### config.mk
export PLATFORM = sky130hd
export DESIGN_NAME = hpi_port
export DESIGN_NICKNAME = d
export VERILOG_FILES = /design/src/hpi_port.v
export VERILOG_INCLUDE_DIRS = /design/src /design/src/src
export SDC_FILE = /design/constraint.sdc
export NUM_CORES = 1
export LEC_CHECK = 0
export BUFFER_PORTS_ARGS = -buffer_cell sky130_fd_sc_hd__buf_2
export CORE_MARGIN = 10
export CORE_UTILIZATION = 60
export CTS_CLUSTER_SIZE = 40
export DETAILED_ROUTE_END_ITERATION = 8
export PLACE_DENSITY = 0.87
export SYNTH_ARGS = -nofsm -noshare
export SYNTH_HDL_FRONTEND = slang
export SYNTH_SLANG_ARGS = --single-unit
### constraint.sdc
create_clock -name clk -period 3.97 [get_ports clk]
set_clock_uncertainty 0.1 [all_clocks]
set_input_delay 0.5955 -clock clk [delete_from_list [all_inputs] [get_ports clk]]
set_output_delay 0.5955 -clock clk [all_outputs]
set_load 0.02 [all_outputs]
### src/hpi_defs.vh
// Constants for the host port block.
`ifndef HPI_DEFS_VH
`define HPI_DEFS_VH
`define HPI_CMD_DIRECT_WRITE   4'h1
`define HPI_CMD_DIRECT_READ    4'h2
`define HPI_CMD_ADDR_LOAD      4'h3
`define HPI_CMD_DP_WRITE       4'h4
`define HPI_CMD_DP_WRITE_INC   4'h5
`define HPI_CMD_DP_READ        4'h6
`define HPI_CMD_DP_READ_INC    4'h7
`define HPI_CMD_CTRL_READ      4'h8
`define HPI_CMD_CTRL_WRITE     4'h9
`define HPI_ADDR_RST           16'h0000
`define HPI_CTRL_RST           16'h0000
`define HPI_DATA_RST           16'h0000
`define HPI_GAP_CYCLES         15
`endif

### src/hpi_port.v
// Host port giving an external host access to the internal single access RAM.
//
// Overview of operation
// - Address is 16 bits when multiplexed, 20 bits when direct.
// - Every data word exchanged with the host is 16 bits wide.
// - Direct write stores data at the address given with the request.
// - Direct read returns the word at the address given with the request.
// - Address load sets the host address register for later data port accesses.
// - Data port write with increment stores at the address, then increments it.
// - Data port read returns the addressed word, address left unchanged.
// - Data port read with increment returns the word, then advances address.
// - Host can write the control register and read it back.
// - Host accesses reach only the internal single access RAM.
// - Each request is taken in one cycle; read data returns to the host.
`timescale 1ns/1ps
`include "hpi_defs.vh"
module hpi_port #(
    parameter RAM_AWIDTH = 20,
    parameter RAM_BASE   = 20'h0_0000,
    parameter RAM_WORDS  = 20'h4_0000
) (
    input  wire        clk,
    input  wire        rst_n,
    input  wire        host_req,
    input  wire [3:0]  host_cmd,
    input  wire [19:0] host_addr,
    input  wire [15:0] host_wdata,
    output wire [15:0] host_rdata,
    output wire        host_rvalid,
    output wire        host_err,
    output wire        ram_en,
    output wire        ram_we,
    output wire [RAM_AWIDTH-1:0] ram_addr,
    output wire [15:0] ram_wdata,
    input  wire [15:0] ram_rdata
);
    reg  [2:0]  req_sync_reg;
    reg  [3:0]  cmd_sync1_reg;
    reg  [3:0]  cmd_reg;
    reg  [19:0] addr_sync1_reg;
    reg  [19:0] addr_s_reg;
    reg  [15:0] wdata_sync1_reg;
    reg  [15:0] wdata_s_reg;
    reg  [15:0] host_addr_reg;
    reg  [15:0] host_ctrl_reg;
    reg         rd_pend_reg;
    reg         rd_wait_reg;
    reg  [15:0] host_rdata_reg;
    reg         host_rvalid_reg;
    reg         host_err_reg;
    reg         ram_en_reg;
    reg         ram_we_reg;
    reg  [RAM_AWIDTH-1:0] ram_addr_reg;
    reg  [15:0] ram_wdata_reg;
    wire        req_pulse;
    reg  [19:0] acc_addr;
    reg         in_ram;
    reg         mem_cmd;
    reg         mem_wr;
    reg         mem_rd;
    reg         inc;

    assign req_pulse = req_sync_reg[1] & ~req_sync_reg[2];

    assign host_rdata  = host_rdata_reg;
    assign host_rvalid = host_rvalid_reg;
    assign host_err    = host_err_reg;
    assign ram_en      = ram_en_reg;
    assign ram_we      = ram_we_reg;
    assign ram_addr    = ram_addr_reg;
    assign ram_wdata   = ram_wdata_reg;

    always @*
    begin
        mem_cmd = 1'b0;
        mem_wr  = 1'b0;
        mem_rd  = 1'b0;
        inc     = 1'b0;
        acc_addr = {4'h0, host_addr_reg};
        case (cmd_reg)
            `HPI_CMD_DIRECT_WRITE:
            begin
                mem_wr = 1'b1;
                acc_addr = addr_s_reg;
            end
            `HPI_CMD_DIRECT_READ:
            begin
                mem_rd = 1'b1;
                acc_addr = addr_s_reg;
            end
            `HPI_CMD_DP_WRITE:      mem_wr = 1'b1;
            `HPI_CMD_DP_WRITE_INC:
            begin
                mem_wr = 1'b1;
                inc = 1'b1;
            end
            `HPI_CMD_DP_READ:       mem_rd = 1'b1;
            `HPI_CMD_DP_READ_INC:
            begin
                mem_rd = 1'b1;
                inc = 1'b1;
            end
            default:                mem_cmd = 1'b0;
        endcase
        mem_cmd = mem_wr | mem_rd;
        in_ram = (acc_addr >= RAM_BASE) && (acc_addr - RAM_BASE < RAM_WORDS);
    end

    // Strobe synchroniser and first stage of the request fields.
    always @(posedge clk or negedge rst_n)
    begin
        if (!rst_n)
        begin
            req_sync_reg    <= 3'b000;
            cmd_sync1_reg   <= 4'h0;
            addr_sync1_reg  <= 20'h0_0000;
            wdata_sync1_reg <= `HPI_DATA_RST;
        end
        else
        begin
            req_sync_reg    <= {req_sync_reg[1:0], host_req};
            cmd_sync1_reg   <= host_cmd;
            addr_sync1_reg  <= host_addr;
            wdata_sync1_reg <= host_wdata;
        end
    end

    // Request capture; the command lives for one cycle only.
    always @(posedge clk or negedge rst_n)
    begin
        if (!rst_n)
        begin
            cmd_reg     <= 4'h0;
            addr_s_reg  <= 20'h0_0000;
            wdata_s_reg <= `HPI_DATA_RST;
        end
        else
        begin
            if (req_pulse)
            begin
                cmd_reg     <= cmd_sync1_reg;
                addr_s_reg  <= addr_sync1_reg;
                wdata_s_reg <= wdata_sync1_reg;
            end
            else
            begin
                cmd_reg <= 4'h0;
            end
        end
    end

    // Host address and control registers.
    always @(posedge clk or negedge rst_n)
    begin
        if (!rst_n)
        begin
            host_addr_reg <= `HPI_ADDR_RST;
            host_ctrl_reg <= `HPI_CTRL_RST;
        end
        else
        begin
            if (mem_cmd && inc)
            begin
                host_addr_reg <= host_addr_reg + 16'h0001;
            end
            if (cmd_reg == `HPI_CMD_ADDR_LOAD)
            begin
                host_addr_reg <= addr_s_reg[15:0];
            end
            if (cmd_reg == `HPI_CMD_CTRL_WRITE)
            begin
                host_ctrl_reg <= wdata_s_reg;
            end
        end
    end

    // Memory access; read data is taken two cycles after the enable.
    always @(posedge clk or negedge rst_n)
    begin
        if (!rst_n)
        begin
            ram_en_reg    <= 1'b0;
            ram_we_reg    <= 1'b0;
            ram_addr_reg  <= {RAM_AWIDTH{1'b0}};
            ram_wdata_reg <= `HPI_DATA_RST;
            rd_pend_reg   <= 1'b0;
            rd_wait_reg   <= 1'b0;
        end
        else
        begin
            ram_en_reg  <= mem_cmd & in_ram;
            ram_we_reg  <= mem_wr & in_ram;
            rd_pend_reg <= mem_rd & in_ram;
            rd_wait_reg <= rd_pend_reg;
            if (mem_cmd & in_ram)
            begin
                ram_addr_reg  <= acc_addr[RAM_AWIDTH-1:0];
                ram_wdata_reg <= wdata_s_reg;
            end
        end
    end

    // Answers to the host and the window error flag.
    always @(posedge clk or negedge rst_n)
    begin
        if (!rst_n)
        begin
            host_rdata_reg  <= `HPI_DATA_RST;
            host_rvalid_reg <= 1'b0;
            host_err_reg    <= 1'b0;
        end
        else
        begin
            host_rvalid_reg <= 1'b0;
            if (mem_cmd)
            begin
                host_err_reg <= ~in_ram;
            end
            if (mem_rd & ~in_ram)
            begin
                host_rdata_reg  <= `HPI_DATA_RST;
                host_rvalid_reg <= 1'b1;
            end
            if (cmd_reg == `HPI_CMD_CTRL_READ)
            begin
                host_rdata_reg  <= host_ctrl_reg;
                host_rvalid_reg <= 1'b1;
            end
            if (rd_wait_reg)
            begin
                host_rdata_reg  <= ram_rdata;
                host_rvalid_reg <= 1'b1;
            end
        end
    end
endmodule // hpi_port
==> reports/metrics.yaml <==
max_slew_margin_pct: 19.7
wl_per_cell_um: 19.6
finalCriticalPeriod_ns: 2.54
p_switching_mw: 1.22
ant_nets: 0
tns_ns: 0
placedCellCount: 706
gp_congestion: 0.857
cts_resized: 0
drive_gt1_share_pct: 42.5
crit_type: "flop to flop"
power.share.combinational_pct: 15.8
syn_nets: 537
synth_flop_cell: "dfrtp_1"
synth_cells: 477
r2r-end: "ram_wdata[2]$_DFFE_PN0P_"
place_area_um2: 7400
clockBufferDepth: 2
routed_wirelength_um: 14400
peakVddDrop_mv: 0.473
drc: 0
hold_viol_final: 0
finalNonFillerCells: 737
clock_latency_ns: 0.54
grt_overflow_total: 0
grt_pass1_wl_um: 23900
cts_hold_buf: 0
fmaxAchievable_mhz: 393
rrSetupSlack_ns: 1.43
track_usage_pct: 18.7
core_area_um2: 10900
endpoint_kind: "flop"
rsz0062_at_grt: "no"
postCtsSetupBuffers: 0
p_int_mw: 3.41
antenna_found_initial: 0
required_ns: 4.29
cts_tree: "built"
async_flop_share_pct: 100
fin_crit_sh_pct: 64.0
numClockSinks: 173
sw_frac_of_total_pct: 26.3
p_seq_share_pct: 47.0
cap_violations: 0
initialDrtViolationCount: 434
pwr-share-clk_pct: 37.2
cp_slowest_stage_delay_ns: 0.84
min_path_cells: 1
root_buffer: "clkbuf_8"
crit_fanout: 20
syn_area_um2: 6720
cellLeakagePower_nw: 3.71
area_growth_pct: 19.4
path_cells: "a21oi_1, o31ai_4, buf_4, mux2_2"
synth_area_per_cell_um2: 14.1
clk_pin_slew_ns: 0.07
grt_max_degree: 124
design_area_um2: 8020
diodes: 0
vias_per_cell: 5.74
htree_levels: 4
status: "finished, final reports clean"
crit_arrival_ns: 2.86
setup_viol: 0
synth-edff-count: 0
grt_pass1_vias: 4531
yosysSeqAreaShare_pct: 64.4
finalMaxSlewViolations: 0
start_kind: "flop"
port_buffers: 114
detail_route.first_pass.iterations: 5
reg2reg_from: "cmd_reg[0]$_DFF_PN0_"
worstMarginPinSlew_ns: 1.20
cts_buffers: 17
nNetsFinal: 645
min_from: "host_addr[12]"
io_pins: 115
min_path_type: "input port to flop"
worst_path_max_delay_cell: "o31ai_4"
reg2regPathDepth: 4
p_per_area_nw_per_um2: 576
fp-row-count: 38
vias: 4233
dp_hpwl_um: 9680
die_h_um: 126
final_common_cell: "dfrtp_1"
layout_common_cells: "173 x dfrtp_1, 113 x buf_2, 84 x mux2_2"
start_util_pct: 61.7
synth-seq-cells: 173
die_area_um2: 15800
ys_types: 41
yosys_warnings: 0
dieWidth_um: 126
min_to: "addr_sync1_reg[12]$_DFF_PN0_"
Yosys cell counts (2+ instances only):
library cell  instances  share of area [%]
a21oi_1               9               0.67
nand4_1               5               0.47
nand3_1              27                2.0
mux2_2               84                 14
buf_4                 2               0.22
o21ai_0              25                1.9
buf_2                 8               0.60
nand2b_1              2               0.19
a22oi_1               7               0.78
and2_1                5               0.47
nor2b_1               2               0.19
a31oi_1               2               0.19
a2bb2oi_1             4               0.52
nor2_1               13               0.73
o22ai_1               4               0.37
buf_6                 2               0.34
mux2i_1              16                2.4
nand2_1              12               0.67
o211ai_1              6               0.67
inv_1                 8               0.45
mux2_4               16                3.6
or4_1                 6               0.67
clkbuf_1             14               0.78
and3_1                3               0.28
and4_1                2               0.26
buf_1                 2               0.11
nor3_1                4               0.30
dfrtp_1             173                 64
or3_1                 2               0.19
power by group through the flow:
stage | clock network, mW | logic [mW] | registers, mW
floorplan | 0 | 0.319 | 2.31
global placement | 0 | 0.710 | 2.18
detailed placement | 0 | 0.739 | 2.20
CTS | 1.75 | 0.747 | 2.17
global route | 1.83 | 0.791 | 2.21
finish | 1.72 | 0.730 | 2.17
per-layer routing:
layer,routed length [um],vias up,track usage (%)
met2,7180,131,29.8
met3,684,30,5.24
met5,0,-,0
met1,6220,2146,23.4
li1,-,1926,-
met4,349,0,7.90
how the worst max path moves through the flow:
stage / from / to / slack [ns] / cells past startpoint
floorplan: cmd_reg[1]$_DFF_PN0_ / ram_addr[12]$_DFFE_PN0P_ / 2.16 / 7
global placement: addr_s_reg[19]$_DFFE_PN0P_ / ram_wdata[3]$_DFFE_PN0P_ / 1.46 / 5
detailed placement: addr_s_reg[19]$_DFFE_PN0P_ / ram_wdata[2]$_DFFE_PN0P_ / 1.38 / 5
CTS: addr_s_reg[19]$_DFFE_PN0P_ / ram_wdata[2]$_DFFE_PN0P_ / 1.38 / 5
global route: addr_s_reg[19]$_DFFE_PN0P_ / ram_wdata[4]$_DFFE_PN0P_ / 1.25 / 5
finish: cmd_reg[0]$_DFF_PN0_ / ram_wdata[2]$_DFFE_PN0P_ / 1.43 / 4
worst max-delay path, delay by kind of cell (launching register included):
| kind | cells | cell delay [ns] |
|---|---|---|
| flops | 1 | 0.48 |
| compound gates | 2 | 1.01 |
| mux | 1 | 0.38 |
| buf+inv | 1 | 0.45 |
logic make-up (layout without fill, tap and decap cells):
group | Yosys count | after routing | synth area share [%]
XOR/XNOR | 1 | 1 | 0.130
multiplexers | 116 | 116 | 20.0
AND/OR/NAND/NOR | 86 | 86 | 6.91
flip-flops | 173 | 173 | 64.4
adder cells (fa/ha/maj) | 1 | 1 | 0.186
buffers and inverters | 38 | 158 | 2.63
AO/OA/AOI/OAI | 62 | 62 | 5.70
through the flow:
stage | power (mW) | hold slack [ns] | setup slack, ns | utilization [%]
after global routing | 4.82 | 0.0367 | 1.25 | 73.7
final | 4.62 | 0.0607 | 1.43 | 73.7
after floorplan | 2.63 | 0.200 | 2.16 | -
after global placement | 2.89 | 0.232 | 1.46 | 68.0
after CTS | 4.67 | 0.0360 | 1.38 | 73.7
after detailed placement | 2.94 | 0.236 | 1.38 | 68.0
area by class of cell:
type | count | area (um^2)
clock buffers | 21 | 459
well taps | 140 | 175
inverters | 9 | 33.8
fillers | 685 | 2870
repair buffers | 118 | 619
clock inverters | 10 | 163
flip-flops and latches | 173 | 4330
multi-input cells | 266 | 2240
No activity file was read; power rests on OpenSTA's default activity.
